`config.mk`:
```
export PLATFORM = sky130hd
export DESIGN_NAME = dxen_gate
export DESIGN_NICKNAME = d
export VERILOG_FILES = /design/src/hw/dxen_pkg.sv /design/src/hw/dxen_gate.sv /design/src/hw/dxen_sync.sv
export VERILOG_INCLUDE_DIRS = /design/src /design/src/hw
export SDC_FILE = /design/constraint.sdc
export NUM_CORES = 1
export LEC_CHECK = 0
export ABC_AREA = 0
export BUFFER_PORTS_ARGS = -buffer_cell sky130_fd_sc_hd__buf_4
export CAP_MARGIN = 20
export CORE_AREA = 3 3 89 91
export CTS_CLUSTER_SIZE = 28
export DETAILED_ROUTE_END_ITERATION = 10
export DIE_AREA = 0 0 92 94
export GPL_ROUTABILITY_DRIVEN = 0
export HOLD_SLACK_MARGIN = 0.03
export PLACE_DENSITY = 0.56
export SLEW_MARGIN = 40
export SYNTH_ARGS = -nofsm -noshare
export SYNTH_HDL_FRONTEND = slang
export SYNTH_SLANG_ARGS = --single-unit
```
`constraint.sdc`:
```
create_clock -name i_clk_sys -period 2.3 [get_ports i_clk_sys]
set_input_delay 0.23 -clock i_clk_sys [delete_from_list [all_inputs] [get_ports i_clk_sys]]
set_output_delay 0.23 -clock i_clk_sys [all_outputs]
set_load 0.05 [all_outputs]
```
`src/hw/dxen_defines.svh`:
```
// register offsets, field positions and synchroniser depth of the drive enable gate
`ifndef DXEN_DEFINES_SVH
`define DXEN_DEFINES_SVH
`define DXEN_ADDR_W        12
`define DXEN_OFS_CTRL      12'h000
`define DXEN_OFS_STATUS    12'h004
`define DXEN_CTRL_CMD_BIT  0
`define DXEN_CTRL_RST_BIT  1
`define DXEN_CTRL_COMB_BIT 2
`define DXEN_CTRL_POVR_BIT 3
`define DXEN_CTRL_PLOW_BIT 4
`define DXEN_CTRL_IDX_LSB  8
`define DXEN_CTRL_IDX_MSB  10
`define DXEN_CTRL_SEL_BIT  11
`define DXEN_SYNC_STAGES   2
`endif

```
`src/hw/dxen_pkg.sv`:
```
// types shared by the drive enable gate
package dxen_pkg;
   // software settings of the gate
   typedef struct packed {
      logic       sel_en;     // general input supplies the command
      logic [2:0] sel_idx;    // which general input
      logic       pol_ovr;    // software overrides wiring polarity
      logic       pol_low;    // forced polarity: 1 = active low
      logic       comb_mode;  // combined enable mode
   } dxen_ctrl_s;
endpackage

```
`src/hw/dxen_gate.sv`:
```
// drive enable gate: hw enable, local switch and enable command, with apb registers
// Operation
// - motion only with enable, switch and command
// - wiring of common reference sets input polarity
// - software polarity setting, drive enable excluded
// - hardware enable state readable, never writable
// - local switch position readable, never writable
// - reset command or writing one enables
// - selected general input may supply command
// - combined mode enables on last rising input
//
// The implementer's own choices: the APB slave port and the register offsets.
`timescale 1ns/1ns
`include "dxen_defines.svh"
module dxen_gate (
   // clock and reset
   input  wire logic        i_clk_sys,
   input  wire logic        i_sys_rst,
   // apb slave
   input  wire logic        i_psel,
   input  wire logic        i_penable,
   input  wire logic        i_pwrite,
   input  wire logic [11:0] i_paddr,
   input  wire logic [31:0] i_pwdata,
   output logic      [31:0] o_prdata,
   output logic             o_pready,
   output logic             o_pslverr,
   // pins
   input  wire logic        i_hw_enable_pin,         // enable input energised
   input  wire logic        i_local_switch,          // switch 8 of the front panel block, on = 1
   input  wire logic        i_input_common_reference,// 1 = common reference at supply
   input  wire logic [7:0]  i_general_input,         // raw levels, general_input_first..last
   // gated results
   output logic             o_motion_permit,
   output logic [7:0]       o_general_input_active
);
   logic [10:0]             pins_s;        // synchronised pin levels
   logic                    hw_act;        // enable input, polarity never altered
   logic                    sw_act;        // local switch on
   logic                    ref_s;         // common reference at supply
   logic                    pol_low;       // general inputs active low
   logic [7:0]              din_act;       // general inputs after polarity
   logic                    cmd_reg;       // latched enable command
   logic                    cmd_ok;        // command condition satisfied
   logic                    both_act;      // switch and enable both active
   logic                    both_prev_reg; // for the combined mode edge
   dxen_pkg::dxen_ctrl_s    ctrl_reg;      // software settings
   logic                    acc;           // apb access completes this edge
   logic                    wr_ctrl;       // completing write to control
   logic                    hit_ctrl;
   logic                    hit_stat;

   // address decode, one call for every register of the map
   function automatic logic reg_hit(input logic [11:0] addr, input logic [11:0] ofs);
      return (addr == ofs);
   endfunction

   // every pin crosses into the clock domain before use
   // latency: a pin change is seen two edges later and reaches the outputs one edge after that
   dxen_sync #(
      .WIDTH(11)
   ) u_sync (
      .i_clk_sys(i_clk_sys),
      .i_sys_rst(i_sys_rst),
      .i_async  ({i_input_common_reference, i_local_switch, i_hw_enable_pin, i_general_input}),
      .o_sync   (pins_s)
   );

   assign ref_s  = pins_s[10];
   assign sw_act = pins_s[9];
   assign hw_act = pins_s[8];   // drive enable is outside the polarity setting

   // polarity: software override if set, otherwise the wiring decides
   assign pol_low  = ctrl_reg.pol_ovr ? ctrl_reg.pol_low : ref_s;
   assign din_act  = pins_s[7:0] ^ {8{pol_low}};
   assign both_act = hw_act & sw_act;

   // command source: selected general input is a level, otherwise the latch
   assign cmd_ok = ctrl_reg.sel_en ? din_act[ctrl_reg.sel_idx] : cmd_reg;

   // apb decode; one wait state, completion when pready is seen high
   assign acc      = i_psel & i_penable & o_pready;
   assign hit_ctrl = reg_hit(i_paddr, `DXEN_OFS_CTRL);
   assign hit_stat = reg_hit(i_paddr, `DXEN_OFS_STATUS);
   assign wr_ctrl  = acc & i_pwrite & hit_ctrl;

   // ready rises for one cycle after the first access cycle
   // ready is cleared at the completing edge, so a back-to-back transfer never sees a stale one
   always_ff @(posedge i_clk_sys or posedge i_sys_rst) begin
      if (i_sys_rst) begin
         o_pready <= 1'b0;
      end else begin
         o_pready <= i_psel & i_penable & ~o_pready;
      end
   end

   // read data and error are loaded together with ready
   // unmapped reads return zero so a stray address cannot leak the control word
   always_ff @(posedge i_clk_sys or posedge i_sys_rst) begin
      if (i_sys_rst) begin
         o_prdata  <= 32'h0000_0000;
         o_pslverr <= 1'b0;
      end else if (i_psel & i_penable & ~o_pready) begin
         o_pslverr <= ~(hit_ctrl | hit_stat);  // unmapped address answers with an error
         o_prdata  <= 32'h0000_0000;
         if (!i_pwrite && hit_ctrl) begin
            o_prdata[`DXEN_CTRL_CMD_BIT]  <= cmd_reg;
            o_prdata[`DXEN_CTRL_COMB_BIT] <= ctrl_reg.comb_mode;
            o_prdata[`DXEN_CTRL_POVR_BIT] <= ctrl_reg.pol_ovr;
            o_prdata[`DXEN_CTRL_PLOW_BIT] <= ctrl_reg.pol_low;
            o_prdata[`DXEN_CTRL_IDX_MSB:`DXEN_CTRL_IDX_LSB] <= ctrl_reg.sel_idx;
            o_prdata[`DXEN_CTRL_SEL_BIT]  <= ctrl_reg.sel_en;
         end else if (!i_pwrite && hit_stat) begin
            // status is computed from live state only; writes here have no path
            o_prdata[0]    <= hw_act;
            o_prdata[1]    <= sw_act;
            o_prdata[2]    <= cmd_ok;
            o_prdata[3]    <= o_motion_permit;
            o_prdata[4]    <= pol_low;
            o_prdata[15:8] <= din_act;
         end
      end
   end

   // control settings
   always_ff @(posedge i_clk_sys or posedge i_sys_rst) begin
      if (i_sys_rst) begin
         ctrl_reg <= '0;
      end else if (wr_ctrl) begin
         ctrl_reg.comb_mode <= i_pwdata[`DXEN_CTRL_COMB_BIT];
         ctrl_reg.pol_ovr   <= i_pwdata[`DXEN_CTRL_POVR_BIT];
         ctrl_reg.pol_low   <= i_pwdata[`DXEN_CTRL_PLOW_BIT];
         ctrl_reg.sel_idx   <= i_pwdata[`DXEN_CTRL_IDX_MSB:`DXEN_CTRL_IDX_LSB];
         ctrl_reg.sel_en    <= i_pwdata[`DXEN_CTRL_SEL_BIT];
      end
   end

   // edge memory for combined mode
   always_ff @(posedge i_clk_sys or posedge i_sys_rst) begin
      if (i_sys_rst) begin
         both_prev_reg <= 1'b0;
      end else begin
         both_prev_reg <= both_act;
      end
   end

   // command latch: sets win over the clear so a same-cycle request is kept
   // every control write rewrites the command bit, so turning the input source off
   // cannot bring back an old software command by surprise
   always_ff @(posedge i_clk_sys or posedge i_sys_rst) begin
      if (i_sys_rst) begin
         cmd_reg <= 1'b0;
      end else if (wr_ctrl && (i_pwdata[`DXEN_CTRL_CMD_BIT] || i_pwdata[`DXEN_CTRL_RST_BIT])) begin
         cmd_reg <= 1'b1;
      end else if (ctrl_reg.comb_mode && both_act && !both_prev_reg) begin
         cmd_reg <= 1'b1;                       // last input to rise enables
      end else if (wr_ctrl) begin
         cmd_reg <= 1'b0;                       // software wrote a zero
      end else if (o_motion_permit && !both_act) begin
         cmd_reg <= 1'b0;                       // a fresh command is needed afterwards
      end
   end

   // motion permission: all three conditions at once
   always_ff @(posedge i_clk_sys or posedge i_sys_rst) begin
      if (i_sys_rst) begin
         o_motion_permit        <= 1'b0;
         o_general_input_active <= 8'h00;
      end else begin
         o_motion_permit        <= hw_act & sw_act & cmd_ok;
         o_general_input_active <= din_act;
      end
   end
endmodule

```
`src/hw/dxen_sync.sv`:
```
// two flip-flop synchroniser for a bundle of pin levels
`timescale 1ns/1ns
`include "dxen_defines.svh"
module dxen_sync #(
   parameter int WIDTH = 11
) (
   // clock and reset
   input  wire logic             i_clk_sys,
   input  wire logic             i_sys_rst,
   // levels
   input  wire logic [WIDTH-1:0] i_async,
   output logic      [WIDTH-1:0] o_sync
);
   logic [WIDTH-1:0] meta_reg;  // first stage, read only by the second

   // plain two-stage capture; bits are independent levels, so no bus skew concern
   always_ff @(posedge i_clk_sys or posedge i_sys_rst) begin
      if (i_sys_rst) begin
         meta_reg <= '0;
         o_sync   <= '0;
      end else begin
         meta_reg <= i_async;
         o_sync   <= meta_reg;
      end
   end
endmodule

```
==> summary.json, run 1 <==
{
  "number_of_antenna_violations_at_the_first_check_in_global_routing": {"value": 0},
  "die_x": {"value": 92, "unit": "µm"},
  "height_of_the_die": {"value": 94, "unit": "µm"},
  "regToRegEndpoint": {"value": "o_prdata[1]"},
  "worst_path_dominant_cell_family": {"value": "simple AND/OR/NAND/NOR gates"},
  "setup-tns-final": {"value": 0, "unit": "ps"},
  "overflow": {"value": 0},
  "diodes": {"value": 0},
  "cap_violations": {"value": 0},
  "end_kind": {"value": "register"},
  "initial_core_util": {"value": 30.0, "unit": "%"},
  "area_of_the_die": {"value": 0.00865, "unit": "mm²"},
  "grt_start_max_net_pins": {"value": 56},
  "yosysUniqueCellTypes": {"value": 31},
  "final_period_minus_worst_setup_slack": {"value": 1950, "unit": "ps"},
  "top_level_ports": {"value": 103},
  "dp_cells": {"value": 315},
  "crit_path_cell_trace": {"value": "or4bb_1, or4_1, nor2_2, a22o_1"},
  "fillers": {"value": 716},
  "final_standard_cell_count_with_taps_included_and_fillers_excluded": {"value": 334},
  "switching_power": {"value": 0.519, "unit": "mW"},
  "cp_slowest_stage_delay": {"value": 550, "unit": "ps"},
  "cts-buffers-inserted": {"value": 5},
  "r2r_start": {"value": "o_pready"},
  "synth_simple_gate_area_share": {"value": 7.35, "unit": "%"},
  "slew_violations": {"value": 0},
  "syn_inst_count": {"value": 156},
  "global_route.usage.total": {"value": 9.95, "unit": "%"},
  "synth_adder_area_share": {"value": 0, "unit": "%"},
  "critical_path.n_buffers_inverters": {"value": 0},
  "clock_pin_slew_of_the_registers_on_the_worst_case_setup_and_hold_paths": {"value": 90, "unit": "ps"},
  "worstSkewPairLatency": {"value": 310, "unit": "ps"},
  "vdd_ir_drop_max": {"value": 0.000188, "unit": "V"},
  "required_time_of_the_critical_path": {"value": 2550, "unit": "ps"},
  "run_status": {"value": "finished, final reports clean"},
  "critical_path_at": {"value": 2200, "unit": "ps"},
  "synthesis.area": {"value": 0.00216, "unit": "mm²"},
  "synth_seq_area_share": {"value": 63.6, "unit": "%"},
  "cp-startpoint": {"value": "o_pready"},
  "power_switching_share": {"value": 28.1, "unit": "%"},
  "drt_drc_violations_left": {"value": 0},
  "postPlaceCellArea": {"value": 0.00270, "unit": "mm²"},
  "total_number_of_yosys_warnings": {"value": 0},
  "rsz0062_at_grt": {"value": "false"},
  "avg_synthesized_cell_area": {"value": 13.9, "unit": "µm²"},
  "synth_ff_type": {"value": "sky130_fd_sc_hd__dfrtp_1"},
  "detail_route.vias_per_cell": {"value": 3.99},
  "p_int": {"value": 1.33, "unit": "mW"},
  "max_fclk": {"value": 512, "unit": "MHz"},
  "post-cts-setup-buffers": {"value": 0},
  "largest_reg_flops": {"value": 13},
  "nNetsFinal": {"value": 294},
  "synth-edff-count": {"value": 0},
  "register_share_of_total_power": {"value": 55.5, "unit": "%"},
  "p_leak": {"value": 1.38, "unit": "nW"},
  "final_layout_size_suffix_gt1_share": {"value": 37.0, "unit": "%"},
  "p_comb_share": {"value": 16.2, "unit": "%"},
  "cts_sinks": {"value": 55},
  "cts_tree": {"value": "yes"},
  "synth_top_family_by_area": {"value": "multiplexers"},
  "setup_slack_of_the_worst_register_to_register_path": {"value": 350, "unit": "ps"},
  "synth-compound-area-share": {"value": 6.07, "unit": "%"},
  "num_rows": {"value": 31},
  "worstPathMaxFanout": {"value": 6},
  "first_iter_violations": {"value": 52},
  "power_density": {"value": 637, "unit": "mW/mm²"},
  "critical_path_class": {"value": "register to register"},
  "wirelength": {"value": 4220, "unit": "µm"},
  "drt_first_pass_iters": {"value": 4},
  "portBuffers": {"value": 60},
  "drt.antenna.violating_nets": {"value": 0},
  "final_hpwl_from_detailed_placement": {"value": 3130, "unit": "µm"},
  "critical_path.startpoint_type": {"value": "register"},
  "routed_wire_length_per_instance": {"value": 12.6, "unit": "µm"},
  "worst_clock_skew": {"value": 9.66, "unit": "ps"},
  "worst_r2r_path_depth": {"value": 4},
  "final-seq-area": {"value": 0.00138, "unit": "mm²"},
  "multi_input_comb_area": {"value": 682, "unit": "µm²"},
  "ys_async_sr_fraction": {"value": 100, "unit": "%"},
  "vias": {"value": 1334},
  "clock_tree.root_cell": {"value": "sky130_fd_sc_hd__clkbuf_8"},
  "htreeDepth": {"value": 2},
  "yosys_register_bits": {"value": 55},
  "portion_of_netlist_area_occupied_by_mux_cells": {"value": 11.2, "unit": "%"},
  "core_area": {"value": 0.00721, "unit": "mm²"},
  "post-route-cell-area": {"value": 0.00290, "unit": "mm²"},
  "cts-root-to-sink-buffers": {"value": 2},
  "timing.slew.headroom": {"value": 54.8, "unit": "%"},
  "synthXorXnorAreaFrac": {"value": 3.64, "unit": "%"},
  "final.period_utilization": {"value": 84.9, "unit": "%"},
  "setup_violations": {"value": 0},
  "hold_violations": {"value": 0},
  "hold_path_class": {"value": "input pin to async pin"},
  "grt_pass1_wl": {"value": 6700, "unit": "µm"},
  "vias_in_the_first_global_route": {"value": 1338},
  "signed_area_change_from_the_synthesized_netlist_to_the_final_layout": {"value": 34.0, "unit": "%"},
  "cp_slowest_cell": {"value": "sky130_fd_sc_hd__or4_1"},
  "worst-slew-pin-transition": {"value": 678, "unit": "ps"},
  "clock_power_share": {"value": 28.4, "unit": "%"}
}
## cells in the mapped netlist (2+ instances only)
library cell	count	area [µm²]
sky130_fd_sc_hd__a22o_1	5	43.8
sky130_fd_sc_hd__buf_1	2	7.51
sky130_fd_sc_hd__buf_4	19	143
sky130_fd_sc_hd__clkbuf_1	2	7.51
sky130_fd_sc_hd__dfrtp_1	55	1380
sky130_fd_sc_hd__inv_1	4	15.0
sky130_fd_sc_hd__mux2_4	7	105
sky130_fd_sc_hd__mux2i_1	8	80.1
sky130_fd_sc_hd__mux4_2	2	45.0
sky130_fd_sc_hd__nand2_1	12	45.0
sky130_fd_sc_hd__nor2_1	3	11.3
sky130_fd_sc_hd__o21ai_0	8	40.0
sky130_fd_sc_hd__or4_1	3	22.5
sky130_fd_sc_hd__xnor2_1	9	78.8
## placed cells by master, fill, tap and decap left out, drive strengths merged
cell type / synthesis / layout
conb: 1 / 19
or3: 2 / 2
o41a: 1 / 1
nor2: 4 / 4
nand2: 12 / 12
o22ai: 1 / 1
nand3b: 1 / 1
o21ai: 8 / 8
clkinv: 0 / 2
a21o: 1 / 1
or4: 3 / 3
xnor2: 9 / 9
inv: 4 / 4
mux2: 8 / 8
or4bb: 1 / 1
o31ai: 1 / 1
a2bb2oi: 1 / 1
a22o: 5 / 5
mux2i: 8 / 8
nor3: 1 / 1
buf: 21 / 65
nand4: 1 / 1
mux4: 2 / 2
nand2b: 1 / 1
clkbuf: 2 / 6
nand4b: 1 / 1
dlygate4sd3: 0 / 11
a21oi: 1 / 1
dfrtp: 55 / 55
## how the worst max path moves through the flow
| stage | endpoint | slack [ps] | cells past startpoint |
|---|---|---|---|
| 3_3_place_gp | ctrl_reg[3] | 200 | 6 |
| 4_1_cts | o_prdata[13] | 330 | 4 |
| 6_report | o_prdata[1] | 350 | 4 |
| 3_5_place_dp | ctrl_reg[5] | 190 | 6 |
| 5_1_grt | o_prdata[14] | 240 | 4 |
| 2_1_floorplan | ctrl_reg[0] | 280 | 4 |
## metal layers
| metal | wire length [µm] | up-vias | global-route usage (%) |
|---|---|---|---|
| li1 | - | 650 | - |
| met1 | 1940 | 628 | 13.3 |
| met2 | 1920 | 50 | 15.0 |
| met3 | 307 | 6 | 3.53 |
| met4 | 58 | 0 | 3.59 |
| met5 | 0 | - | 0 |
## logic make-up (layout without fill, tap and decap cells)
family	after synthesis	after routing
buffers and inverters	27	88
multiplexers	18	18
other	1	19
flip-flops	55	55
XOR/XNOR	9	9
AND/OR/NAND/NOR	27	27
AO/OA/AOI/OAI	19	19
## cell type report
type                       count  share of cell area [%]
sequential                    55                    47.5
multi-input combinational     92                    23.5
timing repair buffer          76                    21.1
tap                           99                    4.27
clock buffer                   6                    2.50
clock inverter                 2                   0.604
inverter                       4                   0.518
## power by group through the flow
stage / Combinational, mW / Sequential, mW / Clock [mW]
after floorplan: 0.156 / 1.10 / 0
after global placement: 0.284 / 1.04 / 0
after detailed placement: 0.287 / 1.04 / 0
after CTS: 0.302 / 1.02 / 0.552
after global routing: 0.318 / 1.03 / 0.587
final: 0.298 / 1.02 / 0.523
## worst reg2reg max path: cells and delay by family, from the launching register on
kind / cells / cell delay, ps
AOI/OAI and AO/OA: 1 / 170
DFF: 1 / 410
and+or+nand+nor: 3 / 1320
## what timing repair did
action                                 CTS  global route
hold buffers                            11             0
gates resized for setup                  0             0
endpoints found under the hold margin   11             0
setup endpoints to repair                0             0
## through the flow
stage / utilization (%) / setup slack [ps] / total power [mW] / hold slack, ps
floorplan: - / 276 / 1.25 / 261
global placement: 37.4 / 203 / 1.33 / 334
detailed placement: 37.4 / 187 / 1.33 / 335
CTS: 40.2 / 326 / 1.88 / 125
global route: 40.2 / 239 / 1.93 / 138
finish: 40.2 / 348 / 1.84 / 92.3
(Power assumes the default switching activity.)
==> run 2: changes to the inputs <==
- ABC_AREA: 0 -> 1
- CORE_AREA: 3 3 89 91 -> 3 3 93 95
- DIE_AREA: 0 0 92 94 -> 0 0 96 98
- PLACE_DENSITY: 0.56 -> 0.57
- clock period: 2.3 -> 1.75 ns (I/O delays scaled with it)
==> run 2 against run 1 <==
Combinational power is 28% higher; sequential power is 31% higher; hold slack better by 22 ps; first-iteration DRC count is 27% higher; critical endpoint is now o_prdata[2].
==> summary.json, run 2 <==
{
  "run_status": {"value": "finished, final reports clean", "change": "unchanged"},
  "setup-tns-final": {"value": 0, "unit": "ps", "change": "unchanged"},
  "worst-slew-pin-transition": {"value": 692, "unit": "ps", "change": "was 678 ps"},
  "critical_path_at": {"value": 1690, "unit": "ps", "change": "was 2200 ps"},
  "p_int": {"value": 1.73, "unit": "mW", "change": "was 1.33 mW"},
  "final_layout_size_suffix_gt1_share": {"value": 26.2, "unit": "%", "change": "was 37.0%"},
  "post-route-cell-area": {"value": 0.00305, "unit": "mm²", "change": "was 0.00290 mm²"},
  "switching_power": {"value": 0.667, "unit": "mW", "change": "was 0.519 mW"},
  "cells_taking_the_most_area_after_synthesis": {"value": "sky130_fd_sc_hd__dfrtp_1 59%, sky130_fd_sc_hd__nand2_1 8.3%, sky130_fd_sc_hd__buf_4 6.1%", "change": "was sky130_fd_sc_hd__dfrtp_1 64%, sky130_fd_sc_hd__buf_4 6.6%, sky130_fd_sc_hd__mux2_4 4.9%"},
  "wirelength": {"value": 4740, "unit": "µm", "change": "was 4220 µm"},
  "htreeDepth": {"value": 2, "change": "unchanged"},
  "area_of_the_die": {"value": 0.00941, "unit": "mm²", "change": "was 0.00865 mm²"},
  "required_time_of_the_critical_path": {"value": 1960, "unit": "ps", "change": "was 2550 ps"},
  "global_route.usage.total": {"value": 10.5, "unit": "%", "change": "was 9.95%"},
  "setup_violations": {"value": 0, "change": "unchanged"},
  "timing.slew.headroom": {"value": 53.9, "unit": "%", "change": "was 54.8%"},
  "detail_route.vias_per_cell": {"value": 4.12, "change": "was 3.99"},
  "grt_pass1_wl": {"value": 7800, "unit": "µm", "change": "was 6700 µm"},
  "register_share_of_total_power": {"value": 56.1, "unit": "%", "change": "was 55.5%"},
  "post-place-ws": {"value": 52.8, "unit": "ps", "change": "was 187 ps"},
  "netlist.top_cell.by_area": {"value": "sky130_fd_sc_hd__dfrtp_1", "change": "unchanged"},
  "clock_power_share": {"value": 28.0, "unit": "%", "change": "was 28.4%"},
  "final.hold.worst_slack": {"value": 114, "unit": "ps", "change": "was 92.3 ps"},
  "power_switching_share": {"value": 27.9, "unit": "%", "change": "was 28.1%"},
  "netlist.area_leader.share": {"value": 58.7, "unit": "%", "change": "was 63.6%"},
  "height_of_the_die": {"value": 98, "unit": "µm", "change": "was 94 µm"},
  "drt.antenna.violating_nets": {"value": 0, "change": "unchanged"},
  "critical_path_class": {"value": "register to register", "change": "unchanged"},
  "vdd_ir_drop_max": {"value": 0.000318, "unit": "V", "change": "was 0.000188 V"},
  "max_fclk": {"value": 674, "unit": "MHz", "change": "was 512 MHz"},
  "setup_ws": {"value": 265, "unit": "ps", "change": "was 348 ps"},
  "die_x": {"value": 96, "unit": "µm", "change": "was 92 µm"},
  "final_period_minus_worst_setup_slack": {"value": 1480, "unit": "ps", "change": "was 1950 ps"},
  "post-cts-setup-buffers": {"value": 0, "change": "unchanged"},
  "rsz0062_at_grt": {"value": "false", "change": "unchanged"},
  "p_comb_share": {"value": 15.9, "unit": "%", "change": "was 16.2%"},
  "largest_reg_flops": {"value": 13, "change": "unchanged"},
  "routed_wire_length_per_instance": {"value": 11.1, "unit": "µm", "change": "was 12.6 µm"},
  "avg_synthesized_cell_area": {"value": 9.53, "unit": "µm²", "change": "was 13.9 µm²"},
  "synth_seq_area_share": {"value": 58.7, "unit": "%", "change": "was 63.6%"},
  "overflow": {"value": 0, "change": "unchanged"},
  "drt_first_pass_iters": {"value": 4, "change": "unchanged"},
  "worst_clock_skew": {"value": 7.87, "unit": "ps", "change": "was 9.66 ps"},
  "cts-buffers-inserted": {"value": 5, "change": "unchanged"},
  "postPlaceCellArea": {"value": 0.00285, "unit": "mm²", "change": "was 0.00270 mm²"},
  "critical_path.startpoint_type": {"value": "register", "change": "unchanged"},
  "ys_async_sr_fraction": {"value": 100, "unit": "%", "change": "unchanged"},
  "worstPathMaxFanout": {"value": 7, "change": "was 6"},
  "most-common-layout-cells": {"value": "62 x sky130_fd_sc_hd__buf_4, 55 x sky130_fd_sc_hd__dfrtp_1, 51 x sky130_fd_sc_hd__nand2_1", "change": "was 64 x sky130_fd_sc_hd__buf_4, 55 x sky130_fd_sc_hd__dfrtp_1, 19 x sky130_fd_sc_hd__conb_1"},
  "multi_input_comb_area": {"value": 721, "unit": "µm²", "change": "was 682 µm²"},
  "clock_tree.root_cell": {"value": "sky130_fd_sc_hd__clkbuf_8", "change": "unchanged"},
  "portBuffers": {"value": 60, "change": "unchanged"},
  "core_area": {"value": 0.00781, "unit": "mm²", "change": "was 0.00721 mm²"},
  "fillers": {"value": 784, "change": "was 716"},
  "dp_cells": {"value": 407, "change": "was 315"},
  "yosysUniqueCellTypes": {"value": 25, "change": "was 31"},
  "utilization": {"value": 39.1, "unit": "%", "change": "was 40.2%"},
  "syn_inst_count": {"value": 246, "change": "was 156"},
  "initial_core_util": {"value": 30.0, "unit": "%", "change": "about the same"},
  "worstSkewPairLatency": {"value": 310, "unit": "ps", "change": "about the same"},
  "nNetsFinal": {"value": 384, "change": "was 294"},
  "slew_violations": {"value": 0, "change": "unchanged"},
  "cts_sinks": {"value": 55, "change": "unchanged"},
  "total_number_of_yosys_warnings": {"value": 0, "change": "unchanged"},
  "vias": {"value": 1759, "change": "was 1,334"},
  "final-seq-area": {"value": 0.00138, "unit": "mm²", "change": "unchanged"},
  "synthesis.area": {"value": 0.00234, "unit": "mm²", "change": "was 0.00216 mm²"},
  "hold_violations": {"value": 0, "change": "unchanged"},
  "most_frequently_used_cell_type_in_the_post_synthesis_netlist": {"value": "sky130_fd_sc_hd__dfrtp_1", "change": "unchanged"},
  "diodes": {"value": 0, "change": "unchanged"},
  "power_density": {"value": 784, "unit": "mW/mm²", "change": "was 637 mW/mm²"},
  "design_power_total": {"value": 2.39, "unit": "mW", "change": "was 1.84 mW"},
  "signed_area_change_from_the_synthesized_netlist_to_the_final_layout": {"value": 30.3, "unit": "%", "change": "was 34.0%"},
  "cap_violations": {"value": 0, "change": "unchanged"},
  "cts-root-to-sink-buffers": {"value": 2, "change": "unchanged"},
  "first_iter_violations": {"value": 66, "change": "was 52"},
  "hold_path_class": {"value": "input pin to register", "change": "was input pin to async pin"},
  "num_rows": {"value": 32, "change": "was 31"},
  "grt_start_max_net_pins": {"value": 56, "change": "unchanged"},
  "synth-edff-count": {"value": 0, "change": "unchanged"},
  "vias_in_the_first_global_route": {"value": 1699, "change": "was 1,338"},
  "final_standard_cell_count_with_taps_included_and_fillers_excluded": {"value": 427, "change": "was 334"},
  "drt_drc_violations_left": {"value": 0, "change": "unchanged"},
  "top_level_ports": {"value": 103, "change": "unchanged"},
  "end_kind": {"value": "register", "change": "unchanged"},
  "cts_tree": {"value": "yes", "change": "unchanged"},
  "yosys_register_bits": {"value": 55, "change": "unchanged"},
  "clock_pin_slew_of_the_registers_on_the_worst_case_setup_and_hold_paths": {"value": 90, "unit": "ps", "change": "about the same"},
  "final_common_cell": {"value": "sky130_fd_sc_hd__buf_4", "change": "unchanged"},
  "synth_ff_type": {"value": "sky130_fd_sc_hd__dfrtp_1", "change": "unchanged"},
  "number_of_antenna_violations_at_the_first_check_in_global_routing": {"value": 0, "change": "unchanged"},
  "final_hpwl_from_detailed_placement": {"value": 3680, "unit": "µm", "change": "was 3130 µm"},
  "p_leak": {"value": 1.61, "unit": "nW", "change": "was 1.38 nW"},
  "final.period_utilization": {"value": 84.8, "unit": "%", "change": "was 84.9%"},
  "synthTopCellsByCount": {"value": "55 x sky130_fd_sc_hd__dfrtp_1, 52 x sky130_fd_sc_hd__nand2_1, 36 x sky130_fd_sc_hd__inv_1, 26 x sky130_fd_sc_hd__nand3_1, 19 x sky130_fd_sc_hd__buf_4", "change": "was 55 x sky130_fd_sc_hd__dfrtp_1, 19 x sky130_fd_sc_hd__buf_4, 12 x sky130_fd_sc_hd__nand2_1, 9 x sky130_fd_sc_hd__xnor2_1"}
}
[run 2: changes by cell type in the layout (fill, tap and decap cells not counted), moves of 3 or more]
cell,delta
sky130_fd_sc_hd__nand3_1,+26
sky130_fd_sc_hd__a21oi_1,+4
sky130_fd_sc_hd__inv_1,+32
sky130_fd_sc_hd__mux2_4,-7
sky130_fd_sc_hd__nand2_1,+39
sky130_fd_sc_hd__mux2i_1,-8
sky130_fd_sc_hd__a21oi_2,+5
sky130_fd_sc_hd__a22o_1,-3
sky130_fd_sc_hd__nor2_1,+14
sky130_fd_sc_hd__xnor2_1,-9
sky130_fd_sc_hd__or4_1,-3
[run 2: repair_timing]
item / in CTS / in global routing
endpoints found under the hold margin: 66 / 0
hold buffers: 12 / 0
endpoints found under the setup margin: 0 / 2
gates resized for setup: 0 / 1
[run 2: final cells by class]
cell class | instances | share of cell area (%)
multi-input combinational | 150 | 23.6
inverter | 37 | 4.55
clock buffer | 6 | 2.38
clock inverter | 2 | 0.410
sequential | 55 | 45.1
tap | 102 | 4.18
timing repair buffer | 75 | 19.8
[run 2: worst paths after layout]
kind | startpoint | to | slack (ps) | depth (start not counted)
max | ctrl_reg[2] | o_prdata[2] | 270 | 10
min | i_pwdata[8] | ctrl_reg[3] | 110 | 3
max reg2reg | ctrl_reg[2] | o_prdata[2] | 270 | 10
min reg2reg | u_sync.meta_reg[1] | u_sync.o_sync[1] | 350 | 0
max in group asynchronous | i_sys_rst | u_sync.o_sync[7] | 1040 | 4
min in group asynchronous | i_sys_rst | o_prdata[1] | 460 | 4
[run 2: worst max-delay path: stages (launching register included)]
cell	delay, ps
sky130_fd_sc_hd__dfrtp_1	420
sky130_fd_sc_hd__inv_1	110
sky130_fd_sc_hd__nand2_1	140
sky130_fd_sc_hd__nand2_2	160
sky130_fd_sc_hd__nand2_1	80
sky130_fd_sc_hd__nand3_1	90
sky130_fd_sc_hd__nand3_1	80
sky130_fd_sc_hd__nand3_1	90
sky130_fd_sc_hd__nand3_1	90
sky130_fd_sc_hd__nand3_1	80
sky130_fd_sc_hd__nand2_1	50
[run 2: cell families after synthesis]
group                  count (synthesis)  synth area share, %
AND/OR/NAND/NOR                      105                 20.2
buffers and inverters                 59                 13.5
flip-flops                            55                 58.7
AO/OA/AOI/OAI                         26                 7.37
other                                  1                0.160
[run 2: power groups by stage]
stage	sequential [mW]	combinational, mW	clock (mW)
after floorplan	1.43	0.203	0
after global placement	1.37	0.362	0
after detailed placement	1.37	0.364	0
after CTS	1.34	0.386	0.709
after global routing	1.35	0.413	0.759
final	1.34	0.381	0.670
[run 2: per-layer routing]
layer / GRT usage (%) / share of wire, % / vias up
li1: - / - / 887
met1: 13.3 / 45 / 808
met2: 16.3 / 45 / 59
met3: 3.85 / 8.9 / 5
met4: 4.27 / 1.6 / 0
met5: 0 / 0 / -
